$ cat src/verilog/tif_pkg.sv
// package of the transceiver interrupt flag block: register map, field layout, reset values
// assumes an AXI4-Lite master with 32-bit data; each 8-bit register sits in the low byte of a word
package tif_pkg;

  localparam int unsigned ADDR_W    = 8;
  localparam int unsigned IDX_W     = 6;
  localparam int unsigned REG_W     = 8;
  localparam int unsigned TIMER_W   = 16;
  localparam int unsigned ERR_W     = 8;
  localparam int unsigned EDGE_N    = 5;

  // register indices; byte address is four times the index
  localparam logic [IDX_W-1:0] PRI_EN_IDX  = 6'h02;
  localparam logic [IDX_W-1:0] SEC_EN_IDX  = 6'h03;
  localparam logic [IDX_W-1:0] PRI_REQ_IDX = 6'h04;
  localparam logic [IDX_W-1:0] SEC_REQ_IDX = 6'h05;
  localparam logic [IDX_W-1:0] STATUS_IDX  = 6'h10;

  // reset values
  localparam logic [REG_W-1:0] PRI_EN_RST  = 8'h80;
  localparam logic [REG_W-1:0] SEC_EN_RST  = 8'h00;
  localparam logic [REG_W-1:0] PRI_REQ_RST = 8'h14;
  localparam logic [REG_W-1:0] SEC_REQ_RST = 8'h00;

  // writable bits of the secondary enable; bits 6 and 5 are reserved and read zero
  localparam logic [REG_W-1:0] SEC_EN_MASK = 8'h9F;

  // field positions
  localparam int unsigned SEL_BIT      = 7;
  localparam int unsigned F_TX         = 6;
  localparam int unsigned F_RX         = 5;
  localparam int unsigned F_IDLE       = 4;
  localparam int unsigned F_HIGH       = 3;
  localparam int unsigned F_LOW        = 2;
  localparam int unsigned F_ERR        = 1;
  localparam int unsigned F_TIMER      = 0;
  localparam int unsigned F_SECURE     = 4;
  localparam int unsigned F_MODE       = 3;
  localparam int unsigned F_CRC        = 2;
  localparam int unsigned F_FON        = 1;
  localparam int unsigned F_FOFF       = 0;
  localparam int unsigned PRI_FLAGS    = 7;
  localparam int unsigned SEC_FLAGS    = 5;
  localparam int unsigned ST_IRQ       = 0;
  localparam int unsigned ST_MODE_ACT  = 1;
  localparam int unsigned ST_FIELD     = 2;

  // edge detector lanes
  localparam int unsigned E_SECURE = 0;
  localparam int unsigned E_HIGH   = 1;
  localparam int unsigned E_LOW    = 2;
  localparam int unsigned E_TZERO  = 3;
  localparam int unsigned E_FIELD  = 4;

  localparam logic [1:0] RESP_OKAY   = 2'h0;
  localparam logic [1:0] RESP_SLVERR = 2'h2;

endpackage

$ cat src/verilog/tif_reg_if.sv
// register access carrier between the bus slave and the flag core
// assumes one clock; the write strobe is a one-cycle pulse, read data is combinational
`timescale 1ns/10ps
interface tif_reg_if;
  logic                       wr_en;
  logic [tif_pkg::IDX_W-1:0]  wr_idx;
  logic [tif_pkg::REG_W-1:0]  wr_data;
  logic                       wr_hit;
  logic [tif_pkg::IDX_W-1:0]  rd_idx;
  logic [tif_pkg::REG_W-1:0]  rd_data;
  logic                       rd_hit;

  modport bus  (output wr_en, wr_idx, wr_data, rd_idx, input wr_hit, rd_data, rd_hit);
  modport core (input wr_en, wr_idx, wr_data, rd_idx, output wr_hit, rd_data, rd_hit);
endinterface

$ cat src/verilog/tif_axil_slave.sv
// AXI4-Lite slave front end: takes address and data in either order, one access of each kind
// assumes the core answers hit and read data combinationally from the index
`timescale 1ns/10ps
module tif_axil_slave (
  input  wire logic                        clk_i,
  input  wire logic                        resetn_i,
  input  wire logic [tif_pkg::ADDR_W-1:0]  awaddr_i,
  input  wire logic                        awvalid_i,
  output logic                             awready_o,
  input  wire logic [31:0]                 wdata_i,
  input  wire logic [3:0]                  wstrb_i,
  input  wire logic                        wvalid_i,
  output logic                             wready_o,
  output logic [1:0]                       bresp_o,
  output logic                             bvalid_o,
  input  wire logic                        bready_i,
  input  wire logic [tif_pkg::ADDR_W-1:0]  araddr_i,
  input  wire logic                        arvalid_i,
  output logic                             arready_o,
  output logic [31:0]                      rdata_o,
  output logic [1:0]                       rresp_o,
  output logic                             rvalid_o,
  input  wire logic                        rready_i,
  tif_reg_if.bus                           rif
);
  logic                       awready_q, awready_d, wready_q, wready_d, arready_q, arready_d;
  logic                       bvalid_q, bvalid_d, rvalid_q, rvalid_d;
  logic [1:0]                 bresp_q, bresp_d, rresp_q, rresp_d;
  logic [31:0]                rdata_q, rdata_d;
  logic [tif_pkg::IDX_W-1:0]  awidx_q, awidx_d, aridx_q, aridx_d;
  logic [tif_pkg::REG_W-1:0]  wdata_q, wdata_d;
  logic                       wlane_q, wlane_d;
  logic                       do_wr, do_rd;

  // a ready flop low means that channel holds a captured item
  assign do_wr       = !awready_q && !wready_q && !bvalid_q;
  assign do_rd       = !arready_q && !rvalid_q;
  assign rif.wr_en   = do_wr && wlane_q;
  assign rif.wr_idx  = awidx_q;
  assign rif.wr_data = wdata_q;
  assign rif.rd_idx  = aridx_q;

  always_comb begin
    awready_d = awready_q;
    wready_d  = wready_q;
    arready_d = arready_q;
    bvalid_d  = bvalid_q;
    rvalid_d  = rvalid_q;
    bresp_d   = bresp_q;
    rresp_d   = rresp_q;
    rdata_d   = rdata_q;
    awidx_d   = awidx_q;
    aridx_d   = aridx_q;
    wdata_d   = wdata_q;
    wlane_d   = wlane_q;
    if (awvalid_i && awready_q) begin
      awready_d = 1'b0;
      awidx_d   = awaddr_i[tif_pkg::ADDR_W-1:2];
    end
    if (wvalid_i && wready_q) begin
      wready_d = 1'b0;
      wdata_d  = wdata_i[tif_pkg::REG_W-1:0];
      wlane_d  = wstrb_i[0];
    end
    if (do_wr) begin
      awready_d = 1'b1;
      wready_d  = 1'b1;
      bvalid_d  = 1'b1;
      bresp_d   = rif.wr_hit ? tif_pkg::RESP_OKAY : tif_pkg::RESP_SLVERR;
    end
    if (bvalid_q && bready_i) begin
      bvalid_d = 1'b0;
    end
    if (arvalid_i && arready_q) begin
      arready_d = 1'b0;
      aridx_d   = araddr_i[tif_pkg::ADDR_W-1:2];
    end
    if (do_rd) begin
      rvalid_d = 1'b1;
      rdata_d  = {24'h000000, rif.rd_data};
      rresp_d  = rif.rd_hit ? tif_pkg::RESP_OKAY : tif_pkg::RESP_SLVERR;
    end
    if (rvalid_q && rready_i) begin
      rvalid_d  = 1'b0;
      arready_d = 1'b1;
    end
  end

  always_ff @(posedge clk_i or negedge resetn_i) begin
    if (!resetn_i) begin
      awready_q <= 1'b1;
      wready_q  <= 1'b1;
      arready_q <= 1'b1;
      bvalid_q  <= 1'b0;
      rvalid_q  <= 1'b0;
      bresp_q   <= 2'h0;
      rresp_q   <= 2'h0;
      rdata_q   <= 32'h00000000;
      awidx_q   <= 6'h00;
      aridx_q   <= 6'h00;
      wdata_q   <= 8'h00;
      wlane_q   <= 1'b0;
    end else begin
      awready_q <= awready_d;
      wready_q  <= wready_d;
      arready_q <= arready_d;
      bvalid_q  <= bvalid_d;
      rvalid_q  <= rvalid_d;
      bresp_q   <= bresp_d;
      rresp_q   <= rresp_d;
      rdata_q   <= rdata_d;
      awidx_q   <= awidx_d;
      aridx_q   <= aridx_d;
      wdata_q   <= wdata_d;
      wlane_q   <= wlane_d;
    end
  end

  assign awready_o = awready_q;
  assign wready_o  = wready_q;
  assign arready_o = arready_q;
  assign bvalid_o  = bvalid_q;
  assign bresp_o   = bresp_q;
  assign rvalid_o  = rvalid_q;
  assign rresp_o   = rresp_q;
  assign rdata_o   = rdata_q;
endmodule // tif_axil_slave

$ cat src/verilog/tif_edge_detect.sv
// per-lane rise and fall detector on levels that are already synchronous to clk_i
// assumes the levels are low at reset release; a lane high then reports one rise
`timescale 1ns/10ps
module tif_edge_detect (
  input  wire logic                        clk_i,
  input  wire logic                        resetn_i,
  input  wire logic [tif_pkg::EDGE_N-1:0]  level_i,
  output logic      [tif_pkg::EDGE_N-1:0]  rise_o,
  output logic      [tif_pkg::EDGE_N-1:0]  fall_o
);
  logic [tif_pkg::EDGE_N-1:0] prev_q, prev_d;

  generate
    for (genvar i = 0; i < tif_pkg::EDGE_N; i++) begin : g_lane
      assign rise_o[i] = level_i[i] && !prev_q[i];
      assign fall_o[i] = !level_i[i] && prev_q[i];
    end
  endgenerate

  always_comb begin
    prev_d = level_i;
  end

  always_ff @(posedge clk_i or negedge resetn_i) begin
    if (!resetn_i) begin
      prev_q <= 5'h00;
    end else begin
      prev_q <= prev_d;
    end
  end
endmodule // tif_edge_detect

$ cat src/verilog/tif_irq_top.sv
// transceiver interrupt flag block: enable and request registers, event capture, pin drive
// assumes event inputs synchronous to clk_i; pulses last one cycle, levels are steady
// Function
// - drive-select 1 drives the pin push-pull, 0 makes it open drain.
// - secondary enable bits 4..0 gate secure edge, mode, CRC, field on, field off.
// - secondary enable resets to zero; bits 6 and 5 are reserved.
// - primary request write: bit 7 chooses set or clear of marked flags.
// - secondary request write: bit 7 chooses set or clear of marked flags.
// - primary request resets with only idle and low-alert flags set.
// - transmit-done flag sets after the last transmitted bit leaves.
// - receive-done sets at valid stream end; with filter, only if buffer holds data.
// - idle flag sets when a command ends by itself.
// - an unknown command start forces command to idle and sets idle flag.
// - a host-started idle command does not set the idle flag.
// - buffer-high flag latches on rising high level, held until cleared.
// - buffer-low flag latches on rising low level, held until cleared.
// - error flag sets whenever any error status bit is set.
// - timer flag sets when the timer count reaches zero.
// - secure-edge flag sets on rising or falling secure input edge.
// - mode-detected flag sets when the data mode detector finds the mode.
// - mode detector starts on auto anticollision or RF reset, stops once mode found.
// - mode detector restarts after every RF reset.
// - CRC-done flag sets when the CRC command has processed all data.
// - field-on flag sets when an external field appears.
// - field-off flag sets when a present external field disappears.
// - polarity-invert 1 puts the inverse of combined status on the pin.
// - primary enable bits 6..0 gate the seven primary flags.
//
// The AXI4-Lite interface to the registers is this design's own decision.
`timescale 1ns/10ps
module tif_irq_top (
  input  wire logic                         clk_i,
  input  wire logic                         resetn_i,
  // AXI4-Lite register port
  input  wire logic [tif_pkg::ADDR_W-1:0]   s_axil_awaddr_i,
  input  wire logic                         s_axil_awvalid_i,
  output logic                              s_axil_awready_o,
  input  wire logic [31:0]                  s_axil_wdata_i,
  input  wire logic [3:0]                   s_axil_wstrb_i,
  input  wire logic                         s_axil_wvalid_i,
  output logic                              s_axil_wready_o,
  output logic [1:0]                        s_axil_bresp_o,
  output logic                              s_axil_bvalid_o,
  input  wire logic                         s_axil_bready_i,
  input  wire logic [tif_pkg::ADDR_W-1:0]   s_axil_araddr_i,
  input  wire logic                         s_axil_arvalid_i,
  output logic                              s_axil_arready_o,
  output logic [31:0]                       s_axil_rdata_o,
  output logic [1:0]                        s_axil_rresp_o,
  output logic                              s_axil_rvalid_o,
  input  wire logic                         s_axil_rready_i,
  // event sources
  input  wire logic                         tx_last_bit_i,
  input  wire logic                         rx_stream_end_i,
  input  wire logic                         receive_no_error_filter_i,
  input  wire logic                         rx_buffer_has_data_i,
  input  wire logic                         cmd_self_done_i,
  input  wire logic                         cmd_unknown_start_i,
  input  wire logic                         buffer_high_level_i,
  input  wire logic                         buffer_low_level_i,
  input  wire logic [tif_pkg::ERR_W-1:0]    error_status_i,
  input  wire logic [tif_pkg::TIMER_W-1:0]  timer_count_i,
  input  wire logic                         secure_input_line_i,
  input  wire logic                         auto_anticollision_command_i,
  input  wire logic                         mode_found_i,
  input  wire logic                         rf_reset_i,
  input  wire logic                         crc_active_i,
  input  wire logic                         crc_data_done_i,
  input  wire logic                         field_present_i,
  // outputs
  output logic                              cmd_force_idle_o,
  output logic                              mode_detect_active_o,
  output logic                              irq_pin_o,
  output logic                              irq_pin_oe_o
);

  tif_reg_if rif ();

  tif_axil_slave u_slave (
    .clk_i     (clk_i),
    .resetn_i  (resetn_i),
    .awaddr_i  (s_axil_awaddr_i),
    .awvalid_i (s_axil_awvalid_i),
    .awready_o (s_axil_awready_o),
    .wdata_i   (s_axil_wdata_i),
    .wstrb_i   (s_axil_wstrb_i),
    .wvalid_i  (s_axil_wvalid_i),
    .wready_o  (s_axil_wready_o),
    .bresp_o   (s_axil_bresp_o),
    .bvalid_o  (s_axil_bvalid_o),
    .bready_i  (s_axil_bready_i),
    .araddr_i  (s_axil_araddr_i),
    .arvalid_i (s_axil_arvalid_i),
    .arready_o (s_axil_arready_o),
    .rdata_o   (s_axil_rdata_o),
    .rresp_o   (s_axil_rresp_o),
    .rvalid_o  (s_axil_rvalid_o),
    .rready_i  (s_axil_rready_i),
    .rif       (rif.bus)
  );

  // edge detection on levels
  logic [tif_pkg::EDGE_N-1:0] lvl, rise, fall;

  assign lvl[tif_pkg::E_SECURE] = secure_input_line_i;
  assign lvl[tif_pkg::E_HIGH]   = buffer_high_level_i;
  assign lvl[tif_pkg::E_LOW]    = buffer_low_level_i;
  assign lvl[tif_pkg::E_TZERO]  = (timer_count_i == 16'h0000);
  assign lvl[tif_pkg::E_FIELD]  = field_present_i;

  tif_edge_detect u_edge (
    .clk_i    (clk_i),
    .resetn_i (resetn_i),
    .level_i  (lvl),
    .rise_o   (rise),
    .fall_o   (fall)
  );

  // registers
  logic [tif_pkg::REG_W-1:0]     pri_en_q, pri_en_d;
  logic [tif_pkg::REG_W-1:0]     sec_en_q, sec_en_d;
  logic [tif_pkg::PRI_FLAGS-1:0] pri_req_q, pri_req_d;
  logic [tif_pkg::SEC_FLAGS-1:0] sec_req_q, sec_req_d;
  logic                          mode_act_q, mode_act_d;
  logic                          force_idle_q, force_idle_d;
  logic                          irq_pin_q, irq_pin_d;
  logic                          irq_oe_q, irq_oe_d;

  logic [tif_pkg::PRI_FLAGS-1:0] pri_hw_set;
  logic [tif_pkg::SEC_FLAGS-1:0] sec_hw_set;
  logic                          wr_pri_en, wr_sec_en, wr_pri_req, wr_sec_req;
  logic                          irq_comb, pin_level;

  assign wr_pri_en  = rif.wr_en && (rif.wr_idx == tif_pkg::PRI_EN_IDX);
  assign wr_sec_en  = rif.wr_en && (rif.wr_idx == tif_pkg::SEC_EN_IDX);
  assign wr_pri_req = rif.wr_en && (rif.wr_idx == tif_pkg::PRI_REQ_IDX);
  assign wr_sec_req = rif.wr_en && (rif.wr_idx == tif_pkg::SEC_REQ_IDX);

  // hardware set terms of the primary flags
  always_comb begin
    pri_hw_set                   = 7'h00;
    pri_hw_set[tif_pkg::F_TX]    = tx_last_bit_i;
    pri_hw_set[tif_pkg::F_RX]    = rx_stream_end_i
                                   && (!receive_no_error_filter_i
                                       || rx_buffer_has_data_i);
    // a host-issued idle command drives neither input, so it never sets the flag
    pri_hw_set[tif_pkg::F_IDLE]  = cmd_self_done_i || cmd_unknown_start_i;
    pri_hw_set[tif_pkg::F_HIGH]  = rise[tif_pkg::E_HIGH];
    pri_hw_set[tif_pkg::F_LOW]   = rise[tif_pkg::E_LOW];
    pri_hw_set[tif_pkg::F_ERR]   = |error_status_i;
    pri_hw_set[tif_pkg::F_TIMER] = rise[tif_pkg::E_TZERO];
  end

  // hardware set terms of the secondary flags
  always_comb begin
    sec_hw_set                    = 5'h00;
    sec_hw_set[tif_pkg::F_SECURE] = rise[tif_pkg::E_SECURE]
                                    || fall[tif_pkg::E_SECURE];
    sec_hw_set[tif_pkg::F_MODE]   = mode_act_q && mode_found_i;
    sec_hw_set[tif_pkg::F_CRC]    = crc_active_i && crc_data_done_i;
    sec_hw_set[tif_pkg::F_FON]    = rise[tif_pkg::E_FIELD];
    sec_hw_set[tif_pkg::F_FOFF]   = fall[tif_pkg::E_FIELD];
  end

  // register writes and flag updates; a hardware set in the clearing cycle wins
  always_comb begin
    pri_en_d  = pri_en_q;
    sec_en_d  = sec_en_q;
    pri_req_d = pri_req_q;
    sec_req_d = sec_req_q;
    if (wr_pri_en) begin
      pri_en_d = rif.wr_data;
    end
    if (wr_sec_en) begin
      sec_en_d = rif.wr_data & tif_pkg::SEC_EN_MASK;
    end
    if (wr_pri_req) begin
      if (rif.wr_data[tif_pkg::SEL_BIT]) begin
        pri_req_d = pri_req_q | rif.wr_data[tif_pkg::PRI_FLAGS-1:0];
      end else begin
        pri_req_d = pri_req_q & ~rif.wr_data[tif_pkg::PRI_FLAGS-1:0];
      end
    end
    if (wr_sec_req) begin
      if (rif.wr_data[tif_pkg::SEL_BIT]) begin
        sec_req_d = sec_req_q | rif.wr_data[tif_pkg::SEC_FLAGS-1:0];
      end else begin
        sec_req_d = sec_req_q & ~rif.wr_data[tif_pkg::SEC_FLAGS-1:0];
      end
    end
    pri_req_d = pri_req_d | pri_hw_set;
    sec_req_d = sec_req_d | sec_hw_set;
  end

  // data mode detector run state and command abort pulse
  always_comb begin
    mode_act_d = mode_act_q;
    if (mode_act_q && mode_found_i) begin
      mode_act_d = 1'b0;
    end
    if (auto_anticollision_command_i || rf_reset_i) begin
      mode_act_d = 1'b1;
    end
    force_idle_d = cmd_unknown_start_i;
  end

  // combined status and pin drive
  always_comb begin
    irq_comb  = |(pri_req_q & pri_en_q[tif_pkg::PRI_FLAGS-1:0])
                || |(sec_req_q & sec_en_q[tif_pkg::SEC_FLAGS-1:0]);
    pin_level = irq_comb ^ pri_en_q[tif_pkg::SEL_BIT];
    if (sec_en_q[tif_pkg::SEL_BIT]) begin
      irq_pin_d = pin_level;
      irq_oe_d  = 1'b1;
    end else begin
      // open drain: pull low for a low level, release for a high one
      irq_pin_d = 1'b0;
      irq_oe_d  = !pin_level;
    end
  end

  // read decode; request select bits and reserved bits read as zero
  always_comb begin
    rif.rd_data = 8'h00;
    rif.rd_hit  = 1'b1;
    unique case (rif.rd_idx)
      tif_pkg::PRI_EN_IDX:  rif.rd_data = pri_en_q;
      tif_pkg::SEC_EN_IDX:  rif.rd_data = sec_en_q;
      tif_pkg::PRI_REQ_IDX: rif.rd_data = {1'b0, pri_req_q};
      tif_pkg::SEC_REQ_IDX: rif.rd_data = {3'h0, sec_req_q};
      tif_pkg::STATUS_IDX: begin
        rif.rd_data[tif_pkg::ST_IRQ]      = irq_comb;
        rif.rd_data[tif_pkg::ST_MODE_ACT] = mode_act_q;
        rif.rd_data[tif_pkg::ST_FIELD]    = field_present_i;
      end
      default:              rif.rd_hit  = 1'b0;
    endcase
  end

  always_comb begin
    unique case (rif.wr_idx)
      tif_pkg::PRI_EN_IDX,
      tif_pkg::SEC_EN_IDX,
      tif_pkg::PRI_REQ_IDX,
      tif_pkg::SEC_REQ_IDX: rif.wr_hit = 1'b1;
      default:              rif.wr_hit = 1'b0;
    endcase
  end

  always_ff @(posedge clk_i or negedge resetn_i) begin
    if (!resetn_i) begin
      pri_en_q     <= tif_pkg::PRI_EN_RST;
      sec_en_q     <= tif_pkg::SEC_EN_RST;
      pri_req_q    <= tif_pkg::PRI_REQ_RST[tif_pkg::PRI_FLAGS-1:0];
      sec_req_q    <= tif_pkg::SEC_REQ_RST[tif_pkg::SEC_FLAGS-1:0];
      mode_act_q   <= 1'b0;
      force_idle_q <= 1'b0;
      irq_pin_q    <= 1'b0;
      irq_oe_q     <= 1'b0;
    end else begin
      pri_en_q     <= pri_en_d;
      sec_en_q     <= sec_en_d;
      pri_req_q    <= pri_req_d;
      sec_req_q    <= sec_req_d;
      mode_act_q   <= mode_act_d;
      force_idle_q <= force_idle_d;
      irq_pin_q    <= irq_pin_d;
      irq_oe_q     <= irq_oe_d;
    end
  end

  assign cmd_force_idle_o     = force_idle_q;
  assign mode_detect_active_o = mode_act_q;
  assign irq_pin_o            = irq_pin_q;
  assign irq_pin_oe_o         = irq_oe_q;

endmodule // tif_irq_top

$ cat config.mk
export PLATFORM = sky130hd
export DESIGN_NAME = tif_irq_top
export DESIGN_NICKNAME = d
export VERILOG_FILES = /design/src/verilog/tif_pkg.sv /design/src/verilog/tif_reg_if.sv /design/src/verilog/tif_axil_slave.sv /design/src/verilog/tif_edge_detect.sv /design/src/verilog/tif_irq_top.sv
export SDC_FILE = /design/constraint.sdc
export NUM_CORES = 1
export LEC_CHECK = 0
export BUFFER_PORTS_ARGS = -buffer_cell sky130_fd_sc_hd__buf_2
export CORE_ASPECT_RATIO = 0.7
export CORE_MARGIN = 3
export CORE_UTILIZATION = 44
export CTS_BUF_LIST = sky130_fd_sc_hd__clkbuf_16
export DETAILED_ROUTE_END_ITERATION = 10
export PLACE_DENSITY = 0.77
export SLEW_MARGIN = 30
export SYNTH_ARGS = -nofsm -noshare
export SYNTH_HDL_FRONTEND = slang
export SYNTH_HIERARCHICAL = 1
export SYNTH_SLANG_ARGS = --single-unit
$ cat constraint.sdc
create_clock -name clk_i -period 2.38 [get_ports clk_i]
set_input_delay 0 -clock clk_i [delete_from_list [all_inputs] [get_ports clk_i]]
set_output_delay 0 -clock clk_i [all_outputs]
set_load 0.005 [all_outputs]
==> impl_results.md <==
* I/O pin total at 143
* Vias per inst at 5.13
* Cell Rows at 26
* Final Cycle Share at 97.2%
* Starting Density at 46.1%
* Master of the slowest instance on the critical path: or4b_4
* Clock root buffer: clkbuf_16
* CTS Buf Count at 9
* Synth Instances at 272
* Worst r2r src: u_slave/wready_o$_DFFE_PN1P_
* Worst slew pin tran at 0.715 ns
* Leakage dissipation at 2.30 nW
* GPL Wtd Cong at 0.822
* Fin area at 4830 um2
* Pwr/cell area at 1080 nW/um2
* Worst setup SP type: flip-flop
* H-tree depth at 3
* 1st-pass router iterations at 4
* Post-route ant nets at 0
* Grt met1 use at 23.9%
* CP required at 2.59 ns
* First-pass GRT wire length at 13900 um
* Max clock buf depth at 2
* Vias at 2688
* Tot Pwr at 5.21 mW
* Hold Crit Class: input pin to flip-flop
* Synth Area per Inst at 12.6 um2
* HPWL Detailed at 5580 um
* Crit path DAT at 2.53 ns
* Antenna diodes at 0
* Overall routing resource usage at 19.9%
* Placed Area at 3940 um2
* Slew Viols, Final at 0
* Outcome: finished clean
* Core Box Area at 7450 um2
* Final Util at 64.8%
* Tightest hold margin at 0.00350 ns
* Critical path's largest stage delay at 0.52 ns
* WS Path Type: flip-flop to flip-flop
* Initial antenna violation count at 0
* Clk slew on worst S/H paths at 0.06 ns
* Fin Clk Skew at 0.00612 ns
* Final hold viol count at 0
* Final Non-Filler Cells at 524
* Met3 usage at 5.83%
* Final #Nets at 519
* Die width at 112 um
* Final WL at 8280 um
* Peak VDD IR at 0.555 mV
* Worst Setup End Kind: flip-flop
* Setup violators final at 0
* Gr ovfl total at 0
* Clock sink count at 71
* CTS tree: built
* Layout cells sized above 1 at 42.7%
* Largest net degree at the start of global routing at 41
* CP Cell Sequence: or3_4, nor2_2, or4b_4, nor3_4, buf_6, nand2_1, a2111o_1
* Synth Warn # at 6
* Highest clock rate at 432 MHz
* Crit path time final at 2.31 ns
* FF-to-FF End: sec_req_q[4]$_DFF_PN0_
* Max cap viols at 0
* Worst Setup SP: u_slave/wready_o$_DFFE_PN1P_
* Chip height at 79.9 um
* Largest fanout on the critical path at 7
* Total die area at 8920 um2
* Fill count at 547
* Busiest grt layer: met2
* Vias in the first global route at 2878
* Mapped Area at 3430 um2
* Dpl cells at 460
* Worst-Skew Late Latency at 0.33 ns
* Area growth syn-to-layout at 40.6%
* Crit path to: sec_req_q[4]$_DFF_PN0_
* Slew HR at 52.3%
* Routed WL per cell at 15.8 um
* GR Util met2 at 32.9%
* Reg2Reg Depth at 7
* Post-route DRC at 0
* Reg2Reg Setup Slack at 0.07 ns
* Drt initial violations at 123
* PortBufs at 85
[cells in the final DEF, fill, tap and decap left out, drive strengths merged, types with 7 or more instances in the layout]
master and n:
buf 98, and2b 7, o21ai 10, dlygate4sd3 45, nor4 7, a311o 7, mux2 43, mux2i 8
clkbuf 9, conb 26, inv 9, a21boi 7, nor2 9, dfrtp 65, nand2 12, a221o 8
and3 7
[per-layer routing]
| layer | up-vias | share of wire [%] | wire length [um] |
|---|---|---|---|
| met1 | 1305 | 42 | 3440 |
| li1 | 1254 | - | - |
| met4 | 0 | 2.1 | 177 |
| met2 | 112 | 49 | 4090 |
| met3 | 17 | 6.8 | 561 |
| met5 | - | 0 | 0 |
[flip-flops by register name, summed over array words and instances (netlist names), 5 cells and up]
signal               count
u_slave/rdata_o          8
sec_en_q                 6
u_slave/rif.wr_data      8
u_edge/prev_q            5
u_slave/rif.rd_idx       6
pri_en_q                 8
sec_req_q                5
u_slave/rif.wr_idx       6
pri_req_q                7
[what timing repair did]
item                                   in CTS  in global routing
gates cloned                                0                  0
pin swaps                                   3                  2
buffers inserted                            1                  2
endpoints found under the hold margin      69                  0
setup endpoints to repair                   9                  8
hold buffers                               45                  0
gates resized for setup                     2                  3
[cell type report]
| class | count | area (um2) | area share (%) |
|---|---|---|---|
| multi-input combinational | 188 | 1500 | 31.1 |
| sequential | 71 | 1780 | 37.0 |
| clock buffer | 9 | 225 | 4.66 |
| clock inverter | 7 | 168 | 3.47 |
| tap | 98 | 123 | 2.54 |
| timing repair buffer | 143 | 997 | 20.7 |
| inverter | 8 | 30.0 | 0.622 |
[worst min path at each step]
stage                                    startpoint                           endpoint  slack, ns  cells after the start
after floorplan                            resetn_i         cmd_force_idle_o$_DFF_PN0_      -0.30                      0
after global placement                     resetn_i  u_slave/rif.wr_idx[4]$_DFFE_PN0P_       0.08                      1
after detailed placement                   resetn_i  u_slave/rif.wr_idx[5]$_DFFE_PN0P_       0.09                      1
after CTS                 receive_no_error_filter_i             pri_req_q[5]$_DFF_PN0_    0.00009                      3
after global routing              timer_count_i[10]         u_edge/prev_q[3]$_DFF_PN0_       0.01                      3
final                          rx_buffer_has_data_i             pri_req_q[5]$_DFF_PN0_      0.004                      3
[stage by stage]
step | TNS, ns | setup slack (ns)
after floorplan | 0 | 0.0556
after global placement | -0.0307 | -0.00606
after detailed placement | -0.354 | -0.0592
after CTS | 0 | 0.00602
after global routing | -0.00970 | -0.00970
final | 0 | 0.0671
[power by group]
| part | switching, mW | internal (mW) | total [mW] |
|---|---|---|---|
| clock | 0.498 | 1.24 | 1.74 |
| sequential | 0.419 | 1.62 | 2.04 |
| combinational | 0.618 | 0.818 | 1.44 |
| total | 1.54 | 3.68 | 5.21 |
[worst max-delay path: cells and delay by family, from the launching register on]
family / cells / cell delay (ns)
and+or+nand+nor: 5 / 1.28
AOI/OAI and AO/OA: 1 / 0.40
DFF: 1 / 0.37
buffers and inverters: 1 / 0.15
(Power assumes the default switching activity.)
